[src/logic/riwc_defs.vh]
// constants for the reset, interrupt and wait controller
`ifndef RIWC_DEFS_VH
`define RIWC_DEFS_VH
// register offsets on the plain register port
`define RIWC_ADDR_MISC 8'h09
`define RIWC_ADDR_STAT 8'h0A
// misc control register layout and reset value
`define RIWC_MISC_RST 8'h10
`define RIWC_MISC_EN_A 0
`define RIWC_MISC_EN_B 1
`define RIWC_MISC_LAT_A 2
`define RIWC_MISC_LAT_B 3
`define RIWC_MISC_FAST 4
`define RIWC_MISC_HSDIV 5
`define RIWC_MISC_FLY 6
`define RIWC_MISC_VSEL 7
// condition code mask bit position
`define RIWC_CC_I 3
// stack pointer: fixed page, low byte reset value
`define RIWC_SP_PAGE 8'h01
`define RIWC_SP_LO_RST 8'hFF
// vectors, high byte at the even address
`define RIWC_VEC_RESET 16'hFFFE
`define RIWC_VEC_TRAP 16'hFFFC
`define RIWC_VEC_USB_ESUSP 16'hFFFA
`define RIWC_VEC_DDC_CI 16'hFFF8
`define RIWC_VEC_DDC 16'hFFF6
`define RIWC_VEC_EDGE_B 16'hFFF4
`define RIWC_VEC_EDGE_A 16'hFFF2
`define RIWC_VEC_TMR_IC 16'hFFF0
`define RIWC_VEC_TMR_OC 16'hFFEE
`define RIWC_VEC_TMR_OVF 16'hFFEC
`define RIWC_VEC_I2C 16'hFFEA
`define RIWC_VEC_USB 16'hFFE6
// timer counter value after reset
`define RIWC_TMR_CNT_RST 16'hFFFC
// oscillator start delay in cpu clock cycles
`define RIWC_OSC_DELAY 13'h1000
// forbidden fetch window (protects low-page registers)
`define RIWC_ILL_LO 16'h0000
`define RIWC_ILL_HI 16'h00FF
// index of the last context byte pushed per interrupt (five bytes, steps 0..4)
`define RIWC_CTX_LAST 3'h4
`endif

[src/logic/riwc_ctrl.v]
// reset, interrupt and wait controller for an 8-bit cpu core
//
// The address-and-strobe port and the address map were decided locally.
`timescale 1ns/1ps
`include "riwc_defs.vh"

// How it works
// - opcode fetch from the forbidden address window raises a reset.
// - an opcode matching no valid instruction raises a reset.
// - any reset fetches the restart vector from the two top addresses.
// - reset sets the stack pointer to the top of the stack.
// - reset sets the mask bit and clears the wait latch.
// - reset holds the core a fixed cycle count after the oscillator restarts.
// - reset clears timer prescaler, loads counter, clears enables, stops clock.
// - reset sets the fast clock select bit, meaning 24 MHz external clock.
// - reset clears port directions, port data, watchdog and peripheral registers.
// - interrupt entry pushes pc, x, a and cc, then sets the mask.
// - after the push, pc loads from the serviced source's vector pair.
// - return restores registers; mask cleared only if stacked mask was zero.
// - fixed priority: reset, trap, then descending vector address.
// - trap is always taken; with mask set it is the only one.
// - masked or disabled requests stay pending until enabled and unmasked.
// - falling edge sets the input latch; request needs enable and clear mask.
// - interrupts start only at the next instruction boundary, or at once from wait.
// - peripheral flag clear sequence also drops its pending request.
// - wait halts the cpu while clock and peripherals keep running.
// - entering wait clears the mask; interrupt or reset ends wait.
// - interrupt uses five stack bytes, pc low first; call uses two.
// - edge latches sit in misc control, set by hardware, cleared by software.
module riwc_ctrl #(
    parameter [12:0] OSC_DELAY_CYC = `RIWC_OSC_DELAY,
    parameter [15:0] ILL_ADDR_LO = `RIWC_ILL_LO,
    parameter [15:0] ILL_ADDR_HI = `RIWC_ILL_HI
) (
    input wire CLK,
    input wire RSTN,
    input wire RESET_PIN_N,
    input wire EXT_EDGE_IRQ_A,
    input wire EXT_EDGE_IRQ_B,
    input wire FETCH_STROBE,
    input wire [15:0] FETCH_ADDR,
    input wire OPCODE_ILLEGAL,
    input wire CORE_BOUNDARY,
    input wire CORE_TRAP,
    input wire CORE_INTERRUPT_RETURN_INSTR,
    input wire CORE_WFI,
    input wire CORE_SEI,
    input wire CORE_CLI,
    input wire [15:0] CORE_PC,
    input wire [7:0] CORE_X,
    input wire [7:0] CORE_A,
    input wire [7:0] CORE_CC,
    input wire CORE_SP_LOAD,
    input wire [7:0] CORE_SP_DATA,
    input wire [7:0] PERIPH_IRQ,
    output reg [15:0] MEM_ADDR,
    output reg [7:0] MEM_WDATA,
    output reg MEM_WR,
    output reg MEM_RD,
    input wire [7:0] MEM_RDATA,
    output wire CORE_RST,
    output wire CORE_HOLD,
    output reg PC_LOAD,
    output reg [15:0] PC_VALUE,
    output reg CTX_LOAD,
    output reg [7:0] CC_VALUE,
    output reg [7:0] A_VALUE,
    output reg [7:0] X_VALUE,
    output wire [15:0] SP_VALUE,
    output reg I_MASK,
    output wire WAIT_MODE,
    output wire OSC_EN,
    output wire PERIPH_RST,
    output wire [15:0] TIMER_CNT_INIT,
    output wire FAST_CLK_SEL,
    output wire VSYNC_SEL,
    output wire FLY_SYN_SEL,
    output wire HSYNC_DIV_EN,
    input wire [7:0] REG_ADDR,
    input wire [7:0] REG_WDATA,
    input wire REG_WR,
    input wire REG_RD,
    output reg [7:0] REG_RDATA
);

    localparam ST_RST = 3'h0;
    localparam ST_VEC = 3'h1;
    localparam ST_RUN = 3'h2;
    localparam ST_WAIT = 3'h3;
    localparam ST_PUSH = 3'h4;
    localparam ST_POP = 3'h5;
    localparam [12:0] OSC_LAST = OSC_DELAY_CYC - 13'h0001;

    reg [2:0] state;
    reg [12:0] cnt;
    reg [7:0] sp_lo;
    reg [15:0] vec;
    reg [15:0] ctx_pc;
    reg [7:0] ctx_x;
    reg [7:0] ctx_a;
    reg [7:0] ctx_cc;
    reg [7:0] push_byte;
    reg [7:0] misc_control_reg;
    reg pin_meta;
    reg pin_sync;
    reg a_meta;
    reg a_sync;
    reg a_prev;
    reg b_meta;
    reg b_sync;
    reg b_prev;
    reg irq_any;
    reg [3:0] irq_idx;
    reg [15:0] irq_vec;
    integer k;

    wire ill_fetch;
    wire rst_src;
    wire fall_a;
    wire fall_b;
    wire [9:0] req;

    // reset pin and edge inputs through two flops each
    always @(posedge CLK or negedge RSTN) begin
        if (!RSTN) begin
            pin_meta <= 1'b0;
            pin_sync <= 1'b0;
            a_meta <= 1'b1;
            a_sync <= 1'b1;
            a_prev <= 1'b1;
            b_meta <= 1'b1;
            b_sync <= 1'b1;
            b_prev <= 1'b1;
        end else begin
            pin_meta <= RESET_PIN_N;
            pin_sync <= pin_meta;
            a_meta <= EXT_EDGE_IRQ_A;
            a_sync <= a_meta;
            a_prev <= a_sync;
            b_meta <= EXT_EDGE_IRQ_B;
            b_sync <= b_meta;
            b_prev <= b_sync;
        end
    end

    // reset sources merged; pin is held low long enough by the board
    assign ill_fetch = FETCH_STROBE && (FETCH_ADDR >= ILL_ADDR_LO) && (FETCH_ADDR <= ILL_ADDR_HI);
    assign rst_src = ~pin_sync | ill_fetch | OPCODE_ILLEGAL;
    assign fall_a = a_prev & ~a_sync;
    assign fall_b = b_prev & ~b_sync;

    // misc control register with edge latches
    always @(posedge CLK or negedge RSTN) begin
        if (!RSTN) begin
            misc_control_reg <= `RIWC_MISC_RST;
        end else if (rst_src || state == ST_RST) begin
            misc_control_reg <= `RIWC_MISC_RST; // same edge as core reset, no stale bits
        end else begin
            if (REG_WR && REG_ADDR == `RIWC_ADDR_MISC) begin
                misc_control_reg[`RIWC_MISC_VSEL] <= REG_WDATA[`RIWC_MISC_VSEL];
                misc_control_reg[`RIWC_MISC_FLY] <= REG_WDATA[`RIWC_MISC_FLY];
                misc_control_reg[`RIWC_MISC_HSDIV] <= REG_WDATA[`RIWC_MISC_HSDIV];
                misc_control_reg[`RIWC_MISC_FAST] <= REG_WDATA[`RIWC_MISC_FAST];
                misc_control_reg[`RIWC_MISC_EN_B] <= REG_WDATA[`RIWC_MISC_EN_B];
                misc_control_reg[`RIWC_MISC_EN_A] <= REG_WDATA[`RIWC_MISC_EN_A];
            end
            // writing zero clears a latch, a falling edge in the same cycle wins
            misc_control_reg[`RIWC_MISC_LAT_A] <= fall_a | (misc_control_reg[`RIWC_MISC_LAT_A] &
                ~(REG_WR && REG_ADDR == `RIWC_ADDR_MISC && !REG_WDATA[`RIWC_MISC_LAT_A]));
            misc_control_reg[`RIWC_MISC_LAT_B] <= fall_b | (misc_control_reg[`RIWC_MISC_LAT_B] &
                ~(REG_WR && REG_ADDR == `RIWC_ADDR_MISC && !REG_WDATA[`RIWC_MISC_LAT_B]));
        end
    end

    // requests by priority slot, slot 0 highest; peripheral flags hold their own latch
    assign req = {PERIPH_IRQ[7:3],
        misc_control_reg[`RIWC_MISC_LAT_A] & misc_control_reg[`RIWC_MISC_EN_A],
        misc_control_reg[`RIWC_MISC_LAT_B] & misc_control_reg[`RIWC_MISC_EN_B],
        PERIPH_IRQ[2:0]};

    // lowest slot number wins
    always @* begin
        irq_any = 1'b0;
        irq_idx = 4'h0;
        for (k = 9; k >= 0; k = k - 1) begin
            if (req[k]) begin
                irq_any = 1'b1;
                irq_idx = k[3:0];
            end
        end
    end

    // vector of the winning slot
    always @* begin
        case (irq_idx)
            4'h0: irq_vec = `RIWC_VEC_USB_ESUSP;
            4'h1: irq_vec = `RIWC_VEC_DDC_CI;
            4'h2: irq_vec = `RIWC_VEC_DDC;
            4'h3: irq_vec = `RIWC_VEC_EDGE_B;
            4'h4: irq_vec = `RIWC_VEC_EDGE_A;
            4'h5: irq_vec = `RIWC_VEC_TMR_IC;
            4'h6: irq_vec = `RIWC_VEC_TMR_OC;
            4'h7: irq_vec = `RIWC_VEC_TMR_OVF;
            4'h8: irq_vec = `RIWC_VEC_I2C;
            default: irq_vec = `RIWC_VEC_USB;
        endcase
    end

    // context byte for push step, pc low first
    always @* begin
        case (cnt[2:0])
            3'h0: push_byte = ctx_pc[7:0];
            3'h1: push_byte = ctx_pc[15:8];
            3'h2: push_byte = ctx_x;
            3'h3: push_byte = ctx_a;
            default: push_byte = ctx_cc;
        endcase
    end

    // sequencer: reset delay, vector fetch, run, wait, push, pop
    always @(posedge CLK or negedge RSTN) begin
        if (!RSTN) begin
            state <= ST_RST;
            cnt <= 13'h0000;
            sp_lo <= `RIWC_SP_LO_RST;
            I_MASK <= 1'b1;
            vec <= `RIWC_VEC_RESET;
            ctx_pc <= 16'h0000;
            ctx_x <= 8'h00;
            ctx_a <= 8'h00;
            ctx_cc <= 8'h00;
            MEM_ADDR <= 16'h0000;
            MEM_WDATA <= 8'h00;
            MEM_WR <= 1'b0;
            MEM_RD <= 1'b0;
            PC_LOAD <= 1'b0;
            PC_VALUE <= 16'h0000;
            CTX_LOAD <= 1'b0;
            CC_VALUE <= 8'h00;
            A_VALUE <= 8'h00;
            X_VALUE <= 8'h00;
        end else begin
            MEM_WR <= 1'b0;
            MEM_RD <= 1'b0;
            PC_LOAD <= 1'b0;
            CTX_LOAD <= 1'b0;
            if (rst_src) begin
                state <= ST_RST;
                cnt <= 13'h0000;
                sp_lo <= `RIWC_SP_LO_RST;
                I_MASK <= 1'b1;
                vec <= `RIWC_VEC_RESET;
            end else begin
                case (state)
                    ST_RST: begin
                        if (cnt == OSC_LAST) begin
                            state <= ST_VEC;
                            cnt <= 13'h0000;
                        end else begin
                            cnt <= cnt + 13'h0001;
                        end
                    end
                    ST_VEC: begin
                        cnt <= cnt + 13'h0001;
                        case (cnt[1:0])
                            2'h0: begin
                                MEM_RD <= 1'b1;
                                MEM_ADDR <= vec;
                            end
                            2'h1: begin
                                MEM_RD <= 1'b1;
                                MEM_ADDR <= vec + 16'h0001;
                            end
                            2'h2: PC_VALUE[15:8] <= MEM_RDATA;
                            default: begin
                                PC_VALUE[7:0] <= MEM_RDATA;
                                PC_LOAD <= 1'b1;
                                state <= ST_RUN;
                                cnt <= 13'h0000;
                            end
                        endcase
                    end
                    ST_RUN: begin
                        if (CORE_SP_LOAD) begin
                            sp_lo <= CORE_SP_DATA; // core's own calls use two bytes
                        end
                        if (CORE_SEI) begin
                            I_MASK <= 1'b1;
                        end else if (CORE_CLI) begin
                            I_MASK <= 1'b0;
                        end
                        // decisions only at an instruction boundary
                        if (CORE_BOUNDARY) begin
                            ctx_pc <= CORE_PC;
                            ctx_x <= CORE_X;
                            ctx_a <= CORE_A;
                            ctx_cc <= CORE_CC;
                            ctx_cc[`RIWC_CC_I] <= I_MASK;
                            cnt <= 13'h0000;
                            if (CORE_TRAP) begin
                                vec <= `RIWC_VEC_TRAP;
                                state <= ST_PUSH;
                            end else if (CORE_INTERRUPT_RETURN_INSTR) begin
                                state <= ST_POP;
                            end else if (CORE_WFI) begin
                                I_MASK <= 1'b0;
                                state <= ST_WAIT;
                            end else if (irq_any && !I_MASK) begin
                                vec <= irq_vec;
                                state <= ST_PUSH;
                            end
                        end
                    end
                    ST_WAIT: begin
                        // core held, clock and peripherals keep running
                        if (irq_any && !I_MASK) begin
                            ctx_pc <= CORE_PC;
                            ctx_x <= CORE_X;
                            ctx_a <= CORE_A;
                            ctx_cc <= CORE_CC;
                            ctx_cc[`RIWC_CC_I] <= I_MASK;
                            vec <= irq_vec;
                            cnt <= 13'h0000;
                            state <= ST_PUSH;
                        end
                    end
                    ST_PUSH: begin
                        MEM_WR <= 1'b1;
                        MEM_ADDR <= {`RIWC_SP_PAGE, sp_lo};
                        MEM_WDATA <= push_byte;
                        sp_lo <= sp_lo - 8'h01;
                        if (cnt[2:0] == `RIWC_CTX_LAST) begin
                            I_MASK <= 1'b1;
                            cnt <= 13'h0000;
                            state <= ST_VEC;
                        end else begin
                            cnt <= cnt + 13'h0001;
                        end
                    end
                    ST_POP: begin
                        // reads issue for steps 0..4, data captured two steps later
                        cnt <= cnt + 13'h0001;
                        if (cnt[2:0] <= `RIWC_CTX_LAST) begin
                            MEM_RD <= 1'b1;
                            MEM_ADDR <= {`RIWC_SP_PAGE, sp_lo + 8'h01};
                            sp_lo <= sp_lo + 8'h01;
                        end
                        case (cnt[2:0])
                            3'h2: begin
                                CC_VALUE <= MEM_RDATA;
                                I_MASK <= MEM_RDATA[`RIWC_CC_I];
                            end
                            3'h3: A_VALUE <= MEM_RDATA;
                            3'h4: X_VALUE <= MEM_RDATA;
                            3'h5: PC_VALUE[15:8] <= MEM_RDATA;
                            3'h6: begin
                                PC_VALUE[7:0] <= MEM_RDATA;
                                PC_LOAD <= 1'b1;
                                CTX_LOAD <= 1'b1;
                                cnt <= 13'h0000;
                                state <= ST_RUN;
                            end
                            default: ;
                        endcase
                    end
                    default: state <= ST_RST;
                endcase
            end
        end
    end

    // register read data, valid only the cycle after the strobe
    always @(posedge CLK or negedge RSTN) begin
        if (!RSTN) begin
            REG_RDATA <= 8'h00;
        end else if (REG_RD && REG_ADDR == `RIWC_ADDR_MISC) begin
            REG_RDATA <= misc_control_reg;
        end else if (REG_RD && REG_ADDR == `RIWC_ADDR_STAT) begin
            REG_RDATA <= {5'h00, state == ST_RST, I_MASK, state == ST_WAIT};
        end else begin
            REG_RDATA <= 8'h00;
        end
    end

    // core and peripheral controls
    assign CORE_RST = (state == ST_RST);
    assign CORE_HOLD = (state != ST_RUN);
    assign WAIT_MODE = (state == ST_WAIT);
    assign OSC_EN = ~rst_src;
    assign PERIPH_RST = (state == ST_RST);
    assign TIMER_CNT_INIT = `RIWC_TMR_CNT_RST;
    assign SP_VALUE = {`RIWC_SP_PAGE, sp_lo};
    assign FAST_CLK_SEL = misc_control_reg[`RIWC_MISC_FAST];
    assign VSYNC_SEL = misc_control_reg[`RIWC_MISC_VSEL];
    assign FLY_SYN_SEL = misc_control_reg[`RIWC_MISC_FLY];
    assign HSYNC_DIV_EN = misc_control_reg[`RIWC_MISC_HSDIV];

endmodule // riwc_ctrl

[config.mk]
export PLATFORM = sky130hd
export DESIGN_NAME = riwc_ctrl
export DESIGN_NICKNAME = d
export VERILOG_FILES = /design/src/logic/riwc_ctrl.v
export VERILOG_INCLUDE_DIRS = /design/src /design/src/logic
export SDC_FILE = /design/constraint.sdc
export NUM_CORES = 1
export LEC_CHECK = 0
export ABC_AREA = 0
export BUFFER_PORTS_ARGS = -buffer_cell sky130_fd_sc_hd__buf_4
export CAP_MARGIN = 10
export CORE_MARGIN = 3
export CORE_UTILIZATION = 35
export DETAILED_ROUTE_END_ITERATION = 12
export GPL_ROUTABILITY_DRIVEN = 0
export PLACE_DENSITY = 0.58
export SETUP_SLACK_MARGIN = 0.4
export SLEW_MARGIN = 20
export SYNTH_ARGS = -nofsm -noshare
export SYNTH_HDL_FRONTEND = slang
export SYNTH_SLANG_ARGS = --single-unit
[constraint.sdc]
create_clock -name CLK -period 2.8 [get_ports CLK]
set_input_delay 0.14 -clock CLK [delete_from_list [all_inputs] [get_ports CLK]]
set_output_delay 0.14 -clock CLK [all_outputs]
set_load 0.1 [all_outputs]
==> out/qor.csv, run 1 <==
metric,value,unit
status,completed,
GRT Total Usage,17.16,%
Slew headroom,30.00,%
Gate Count Post-Synth,780,
clock network power share,43.8,%
"top cells by area, synth","dfrtp_1, dfstp_2, mux2_2",
VDD IR-drop max,416.4,uV
Yosys warning count,0,
Post-Route Utilization,48.76,%
Die Height,161.9,um
DR WL/cell,16.40,um
"commonest non-fill, non-tap cells in the layout","buf_4, dfrtp_1, nand2_1, dlygate4sd3_1, nor2_1",
Worst Path Required,3.11,ns
DP HPWL,15.74,mm
fin nets,1161,
PortBufs,196,
core area,23680,um2
"most common cell after layout, fill and taps aside",buf_4,
"Clk Latency, worst-skew pair",0.43,ns
H-Tree Depth,4,
syn_area_per_cell,10.90,um2
Yosys cell types,66,
"EDFF count, synth",0,
hold slack,0.03503,ns
Internal,4.069,mW
mapped cell area,8502,um2
1st-iter DRT viols,369,
DRC,0,
largest net degree at the start of global routing,56,
Die ar.,26200,um2
r2r setup slk,0.49,ns
residual overflow from global routing,0,
Initial Util,35.90,%
"Reg clk slew, reported paths",0.08,ns
RSZ-0062 raised after global routing,true,
# diodes,0,
Clock Skews,0.01519,ns
combinational power share,11.8,%
synthesized flop and latch total,173,
Placed Instances,1280,
Net Sw Frac,28.77,%
Pwr Density,494.6,nW/um2
Worst Hold Launch,CORE_SP_DATA[1],
Worst Hold End,sp_lo[1]$_DFFE_PN1P_,
CP Capture Type,flop,
initial antenna violation count,0,
Post-Place Worst Slack,0.4003,ns
total CTS buffers,17,
Final Hold Vio Count,0,
final setup fails,0,
Reg power frac,44.5,%
Static Leakage,5.535,nW
first-pass GRT wire length,36.01,mm
Critical Path AT,2.62,ns
CTS tree,done,
number of vias per cell,4.917,
worst hold path cell count,3,
Final Slew Violations,0,
vias in the first global route,6777,
clock tree sinks,173,
CP Launch Type,flop,
Max-cap violations,0,
cell taking the most area after synthesis,dfrtp_1,
Yosys top cell area share,41.80,%
Worst Hold Class,primary input to flop,
post-route ant nets,0,
Worst-Margin Slew,1.045,ns
row count,56,
Syn-to-layout area delta,35.82,%
"Top FF cell, synth",dfrtp_1,
critical path class,flop to flop,
Final period util,82.34,%
Setup TNS,0,ns
crit path max fanout,20,
number of vias in the routed layout,6741,
maximum clock frequency,433.7,MHz
IO Pins,230,
Non-Filler Instances,1371,
1st-pass router iterations,5,
chip width,161.9,um
cells on worst reg2reg path,6,
sequential area share after synthesis,51.38,%
Sw Pwr,1.643,mW
fin crit period,2.306,ns
proportion of layout cells with a drive suffix above 1,33.94,%
final worst slack,0.4945,ns
Root Buffer,clkbuf_16,
routed wire length,22.49,mm
Async SR Flop Fraction,100.0,%
# fillers,2202,
Bufs on Longest Clock Path,2,
R2R Path Start,misc_control_reg[1]$_DFFE_PN0P_,
R2R Path End,ctx_pc[3]$_DFFE_PN0P_,
-- timing repair --
action	in CTS	in global routing
buffers inserted	0	1
resized for setup	1	3
hold buffers	57	0
pin swaps	0	2
endpoints found under the hold margin	118	0
cloned	0	1
endpoints found under the setup margin	1	44
-- layer usage --
layer / GRT usage, % / up-vias / wire [um]
met5: 0 / - / 0
met1: 22.73 / 3265 / 10070
met4: 4.265 / 0 / 219
li1: - / 3267 / -
met3: 4.948 / 12 / 1495
met2: 27.88 / 197 / 10710
-- critical path, stage by stage, from the launching register on --
cell and delay (ns):
dfrtp_1 0.44, a2111oi_4 0.46, a41oi_2 0.24, mux2_2 0.33, nand3_2 0.16, clkbuf_16 0.23, mux2_1 0.33
-- synth_stat cells (all sizes together), types with 4 or more instances --
| library cell | instances |
|---|---|
| xnor2 | 14 |
| dfstp | 31 |
| and3 | 9 |
| xor2 | 9 |
| nand2 | 69 |
| nor2 | 51 |
| o22ai | 8 |
| a31oi | 16 |
| nor4 | 4 |
| clkbuf | 19 |
| nand3 | 18 |
| inv | 21 |
| nor3 | 18 |
| a221oi | 8 |
| a22oi | 4 |
| mux2i | 8 |
| o211ai | 4 |
| nand2b | 8 |
| buf | 44 |
| or3 | 16 |
| mux2 | 90 |
| nor2b | 9 |
| a22o | 13 |
| ha | 10 |
| o21ai | 45 |
| a211oi | 4 |
| nand4 | 6 |
| dfrtp | 142 |
| and2 | 6 |
| a21oi | 31 |
-- logic make-up after synthesis --
family / Yosys count / synth area share, %
simple gates: 224 / 13.29
flops: 173 / 51.38
compound gates: 166 / 13.10
mux: 98 / 12.86
buf+inv: 84 / 5.445
xor+xnor: 23 / 2.369
fa+ha+maj: 10 / 1.472
other cells: 2 / 0.08833
-- layout make-up --
cell class,count,area (um2),area share (%)
Inverter,21,78.83,0.6826
Timing Repair Buffer,281,2311,20.01
Sequential cell,173,4369,37.84
Tap cell,319,399.1,3.457
Clock inverter,14,183.9,1.593
Clock buffer,18,439.2,3.803
Multi-Input combinational cell,545,3766,32.61
-- power by group through the flow --
stage          registers (mW)  logic, mW  clock network (mW)
5_1_grt                  2.54      0.714                2.69
4_1_cts                  2.54      0.675                2.57
2_1_floorplan            2.72      0.252                   0
3_3_place_gp             2.59      0.607                   0
6_report                 2.54      0.672                2.50
3_5_place_dp             2.59      0.610                   0
-- through the flow --
step / cell area [um2] / power (mW)
2_1_floorplan: 8584 / 2.971
3_3_place_gp: 10310 / 3.195
3_5_place_dp: 10310 / 3.199
4_1_cts: 11510 / 5.787
5_1_grt: 11550 / 5.944
6_report: 11550 / 5.712
-- worst max path at each step --
stage / end / from / slack [ns] / depth (start not counted)
after floorplan: state[0]$_DFFE_PN0P_ / state[1]$_DFFE_PN0P_ / 0.43 / 7
after global placement: vec[0]$_DFFE_PN0P_ / misc_control_reg[3]$_DFF_PN0_ / 0.36 / 6
after detailed placement: vec[0]$_DFFE_PN0P_ / misc_control_reg[3]$_DFF_PN0_ / 0.40 / 6
after CTS: ctx_pc[11]$_DFFE_PN0P_ / misc_control_reg[3]$_DFF_PN0_ / 0.43 / 6
after global routing: vec[3]$_DFFE_PN1P_ / misc_control_reg[2]$_DFF_PN0_ / 0.35 / 7
final: ctx_pc[3]$_DFFE_PN0P_ / misc_control_reg[1]$_DFFE_PN0P_ / 0.49 / 6
(Power assumes the default switching activity.)
==> run 2, diff against run 1 <==
- clock period: 2.8 -> 2.3 ns (I/O delays scaled with it)
==> out/qor.csv, run 2 (same netlist as run 1, synthesis figures left out) <==
metric,value,unit,change
Final period util,92.05,%,+9.7 points
PortBufs,196,,unchanged
Final Hold Vio Count,0,,unchanged
DP HPWL,16.02,mm,+1.8%
Levels on crit path,6,,unchanged
"Clk Latency, worst-skew pair",0.42,ns,about the same
crit path max fanout,21,,+5.0%
combinational power share,12.2,%,+0.4 points
Syn-to-layout area delta,50.49,%,
number of vias per cell,4.992,,+1.5%
Post-Route Utilization,54.03,%,+5.3 points
DR WL/cell,16.63,um,+1.4%
FF/Latch Area,4390,um2,+0.49%
clock tree sinks,173,,unchanged
worst hold path cell count,3,,unchanged
Sw Pwr,1.882,mW,+14%
R2R Path End,ctx_cc[7]$_DFFE_PN0P_,,
Worst Hold End,misc_control_reg[2]$_DFF_PN0_,,
multi-input logic area,4449,um2,+18%
core area,23680,um2,unchanged
CTS tree,done,,
Internal,5.289,mW,+30%
Net Sw Frac,26.24,%,-2.5 points
Critical Path AT,2.42,ns,-0.20 ns
1st-pass router iterations,5,,unchanged
chip width,161.9,um,unchanged
initial antenna violation count,0,,unchanged
RSZ-0062 raised after global routing,true,,
maximum clock frequency,472.3,MHz,+8.9%
# fillers,2080,,-5.5%
proportion of layout cells with a drive suffix above 1,47.81,%,+14 points
post-route ant nets,0,,unchanged
Final Slew Violations,0,,unchanged
Worst Hold Launch,REG_WDATA[2],,
CP Launch Type,flop,,
fin crit period,2.117,ns,-0.1883 ns
residual overflow from global routing,0,,unchanged
Most common cell on crit path,mux2_4,,
Die Height,161.9,um,unchanged
CP max stage cell,dfrtp_1,,
Setup TNS,0,ns,unchanged
Static Leakage,6.104,nW,+10%
cells on worst reg2reg path,6,,unchanged
1st-iter DRT viols,367,,-0.54%
CP Capture Type,flop,,
VDD IR-drop max,417.2,uV,+0.17%
critical path class,flop to flop,,
crit-path leading delay family,multiplexers,,
R2R Path Start,misc_control_reg[3]$_DFF_PN0_,,
# diodes,0,,unchanged
first-pass GRT wire length,37.36,mm,+3.8%
H-Tree Depth,4,,unchanged
"most common cell after layout, fill and taps aside",buf_4,,
Root Buffer,clkbuf_16,,
GRT Total Usage,17.57,%,+0.41 points
Reg power frac,43.2,%,-1.3 points
fin nets,1203,,+3.6%
Worst Hold Class,primary input to flop,,
"Reg clk slew, reported paths",0.07,ns,about the same
Die ar.,26200,um2,unchanged
largest net degree at the start of global routing,57,,+1.8%
final setup fails,0,,unchanged
Non-Filler Instances,1413,,+3.1%
routed wire length,23.50,mm,+4.5%
total CTS buffers,17,,unchanged
Placed Instances,1292,,+0.94%
status,completed,,
delay of the slowest critical-path stage,0.41,ns,-0.05 ns
Crit path buffers/inverters,1,,unchanged
Initial Util,35.90,%,unchanged
vias in the first global route,7089,,+4.6%
Worst Path Required,2.60,ns,-0.51 ns
Bufs on Longest Clock Path,2,,unchanged
clock network power share,44.5,%,+0.7 points
worst-path cell chain,"a2111oi_4, a41oi_2, mux2_4, nand3_4, buf_12, mux2_4",,
"commonest non-fill, non-tap cells in the layout","buf_4, dfrtp_1, dlygate4sd3_1, nand2_1, mux2_4",,
row count,56,,unchanged
Clock Skews,0.01214,ns,-0.003056 ns
number of vias in the routed layout,7053,,+4.6%
r2r setup slk,0.18,ns,-0.31 ns
IO Pins,230,,unchanged
Pwr Density,560.4,nW/um2,+13%
Max-cap violations,0,,unchanged
DRC,0,,unchanged
run 2: cell types whose count changed in the layout (fill, tap and decap cells not counted), sizes merged:
cell / before / now
inv: 31 / 26
clkbuf: 19 / 22
clkinvlp: 0 / 1
bufinv: 1 / 4
buf: 223 / 262
dlygate4sd3: 57 / 58
run 2: power groups by stage:
stage / clock network, mW / registers [mW] / logic [mW]
2_1_floorplan: 0 / 3.31 / 0.317
6_report: 3.19 / 3.10 / 0.877
5_1_grt: 3.39 / 3.10 / 0.930
3_3_place_gp: 0 / 3.15 / 0.752
3_5_place_dp: 0 / 3.15 / 0.755
4_1_cts: 3.28 / 3.09 / 0.853
run 2: cell type report:
class                           instances  share of cell area, %
Clock buffer                           19                  3.540
Inverter                               21                 0.7628
Tap cell                              319                  3.119
Multi-Input combinational cell        545                  34.77
Clock inverter                         13                  1.545
Timing Repair Buffer                  323                  21.94
Sequential cell                       173                  34.31
run 2: worst max path at each step:
stage,from,to,slack [ns]
2_1_floorplan,sp_lo[2]$_DFFE_PN1P_,sp_lo[7]$_DFFE_PN1P_,0.24
3_3_place_gp,misc_control_reg[1]$_DFFE_PN0P_,ctx_pc[11]$_DFFE_PN0P_,0.11
3_5_place_dp,misc_control_reg[1]$_DFFE_PN0P_,ctx_pc[11]$_DFFE_PN0P_,0.11
4_1_cts,misc_control_reg[3]$_DFF_PN0_,ctx_pc[11]$_DFFE_PN0P_,0.15
5_1_grt,misc_control_reg[3]$_DFF_PN0_,ctx_pc[7]$_DFFE_PN0P_,0.11
6_report,misc_control_reg[3]$_DFF_PN0_,ctx_cc[7]$_DFFE_PN0P_,0.18
run 2: metrics by stage:
stage                     cell area (um2)  hold WS [ns]  setup slack [ns]  total power, mW
final                               12790       0.02327            0.1828            7.170
after global routing                12790       0.03293            0.1127            7.427
after CTS                           12220      0.001292            0.1533            7.232
after detailed placement            10690       0.05298            0.1068            3.906
after global placement              10690       0.05625            0.1058            3.903
after floorplan                      8889       -0.1806            0.2444            3.627
run 2: timing repair:
item	4_1_cts	5_1_grt
gates cloned	1	4
setup endpoints to repair	143	129
buffers inserted	12	14
pin swaps	10	35
endpoints found under the hold margin	128	0
resized for setup	55	104
hold buffers	58	0
run 2: routing by layer:
| layer | vias to the layer above | routed length (um) | track usage [%] |
|---|---|---|---|
| li1 | 3365 | - | - |
| met1 | 3462 | 10680 | 23.94 |
| met2 | 212 | 11070 | 28.26 |
| met3 | 14 | 1562 | 4.820 |
| met4 | 0 | 191 | 3.722 |
| met5 | - | 0 | 0 |
run 2: tightest hold or removal path: cells and delay by family:
kind	cells	cell delay [ns]
compound gates	2	0.21
buf+inv	1	0.07
==> run 3, diff against run 2 <==
- CORE_MARGIN: 3 -> 2
==> out/qor.csv, run 3 (same netlist as run 1, synthesis figures left out) <==
metric,value,unit,change
status,completed,,
DP HPWL,16.22,mm,+1.2%
total CTS buffers,17,,unchanged
number of vias in the routed layout,7175,,+1.7%
number of vias per cell,4.952,,-0.80%
Final period util,93.86,%,+1.8 points
RSZ-0062 raised after global routing,true,,
Die ar.,25550,um2,-2.5%
1st-pass router iterations,4,,-1
Bufs on Longest Clock Path,2,,unchanged
Setup TNS,0,ns,unchanged
"Reg clk slew, reported paths",0.08,ns,about the same
vias in the first global route,7109,,+0.28%
initial antenna violation count,0,,unchanged
Critical Path AT,2.47,ns,+0.05 ns
maximum clock frequency,463.2,MHz,-1.9%
Die Height,159.9,um,-1.2%
Static Leakage,6.302,nW,+3.2%
routed wire length,24.44,mm,+4.0%
final setup fails,0,,unchanged
"commonest non-fill, non-tap cells in the layout","buf_4, dfrtp_1, mux2_4, dlygate4sd3_1, nand2_1",,
# diodes,0,,unchanged
chip width,159.9,um,-1.2%
Syn-to-layout area delta,55.72,%,
H-Tree Depth,4,,unchanged
Max-cap violations,0,,unchanged
DR WL/cell,16.87,um,+1.4%
proportion of layout cells with a drive suffix above 1,50.49,%,+2.7 points
residual overflow from global routing,0,,unchanged
core area,24110,um2,+1.8%
crit path max fanout,13,,-38%
Worst Path Required,2.61,ns,about the same
fin nets,1234,,+2.6%
CTS tree,done,,
first-pass GRT wire length,38.36,mm,+2.7%
Post-DP Area,10740,um2,+0.48%
GRT Total Usage,18.71,%,+1.1 points
Final Power,7.204,mW,+0.48%
CP Launch Type,flop,,
IO Pins,230,,unchanged
post-route ant nets,0,,unchanged
Initial Util,35.27,%,-0.63 points
Worst Hold Class,primary input to flop,,
PortBufs,196,,unchanged
Pwr Density,544.2,nW/um2,-2.9%
Final Hold Vio Count,0,,unchanged
VDD IR-drop max,433.3,uV,+3.9%
clock tree sinks,173,,unchanged
critical path class,flop to flop,,
largest net degree at the start of global routing,70,,+23%
"Clk Latency, worst-skew pair",0.44,ns,+0.02 ns
Clock Skews,0.02029,ns,+0.008151 ns
Final Slew Violations,0,,unchanged
Root Buffer,clkbuf_16,,
hold slack,0.01928,ns,-0.003987 ns
fin crit period,2.159,ns,+0.04161 ns
design area,13240,um2,+3.5%
CP Capture Type,flop,,
row count,57,,+1.8%
DRC,0,,unchanged
1st-iter DRT viols,257,,-30%
"most common cell after layout, fill and taps aside",buf_4,,
==> run 3: changes by cell type in the layout (fill, tap and decap cells not counted), moves of 5 or more <==
cell	delta
nand2_1	-6
o21ai_0	-8
mux2_4	+9
o21ai_2	+6
a21oi_1	-5
buf_4	+15
mux2_2	-9
nand2_4	+5
buf_6	+10
==> run 3: layout make-up <==
cell class,count,area (um2)
Tap cell,324,405.4
Fill cell,2152,10870
Inverter,21,102.6
Timing Repair Buffer,354,3163
Multi-Input combinational cell,545,4543
Clock inverter,14,205.2
Sequential cell,173,4390
Clock buffer,18,429.2
==> run 3: worst max-delay path, stage by stage (launching register included) <==
cell,delay [ns]
dfrtp_1,0.42
a2111oi_4,0.42
a41oi_2,0.19
mux2_4,0.31
nand3_4,0.19
buf_12,0.20
mux2_4,0.31
==> run 3: through the flow <==
stage                     setup WS [ns]  util [%]  std cells
after floorplan                  0.2444         -        802
after global placement           0.1337     44.57       1303
after detailed placement         0.1357     44.57       1303
after CTS                        0.1802     52.55       1425
after global routing            0.03801     54.92       1449
final                            0.1412     54.92       1449
==> run 3: timing repair <==
| action | 4_1_cts | 5_1_grt |
|---|---|---|
| buffers inserted | 28 | 22 |
| gates cloned | 4 | 2 |
| hold buffers | 58 | 0 |
| endpoints found under the setup margin | 128 | 131 |
| pin swaps | 35 | 41 |
| gates resized for setup | 100 | 111 |
| endpoints found under the hold margin | 233 | 0 |
==> run 3: routing by layer <==
| metal | GRT usage, % | wire length, um |
|---|---|---|
| met1 | 25.06 | 11050 |
| met2 | 30.91 | 11710 |
| met3 | 3.974 | 1426 |
| met4 | 4.996 | 255 |
| met5 | 0 | 0 |
==> run 3: final timing paths <==
path / from / endpoint / slack [ns] / depth (start not counted)
worst min register to register: pin_meta$_DFF_PN0_ / pin_sync$_DFF_PN0_ / 0.36 / 0
worst max register to register: misc_control_reg[3]$_DFF_PN0_ / ctx_pc[12]$_DFFE_PN0P_ / 0.14 / 6
max in group asynchronous: RSTN / sp_lo[2]$_DFFE_PN1P_ / 1.47 / 3
worst min-delay path: CORE_SP_DATA[1] / sp_lo[1]$_DFFE_PN1P_ / 0.02 / 3
min in group asynchronous: RSTN / ctx_pc[14]$_DFFE_PN0P_ / 0.09 / 2
worst max-delay path: misc_control_reg[3]$_DFF_PN0_ / ctx_pc[12]$_DFFE_PN0P_ / 0.14 / 6
==> run 3: where the power goes <==
group          switching (mW)  internal (mW)  leakage [nW]
clock network            1.35           1.85         0.307
registers              0.0221           3.08          2.25
logic                   0.583          0.317          3.74
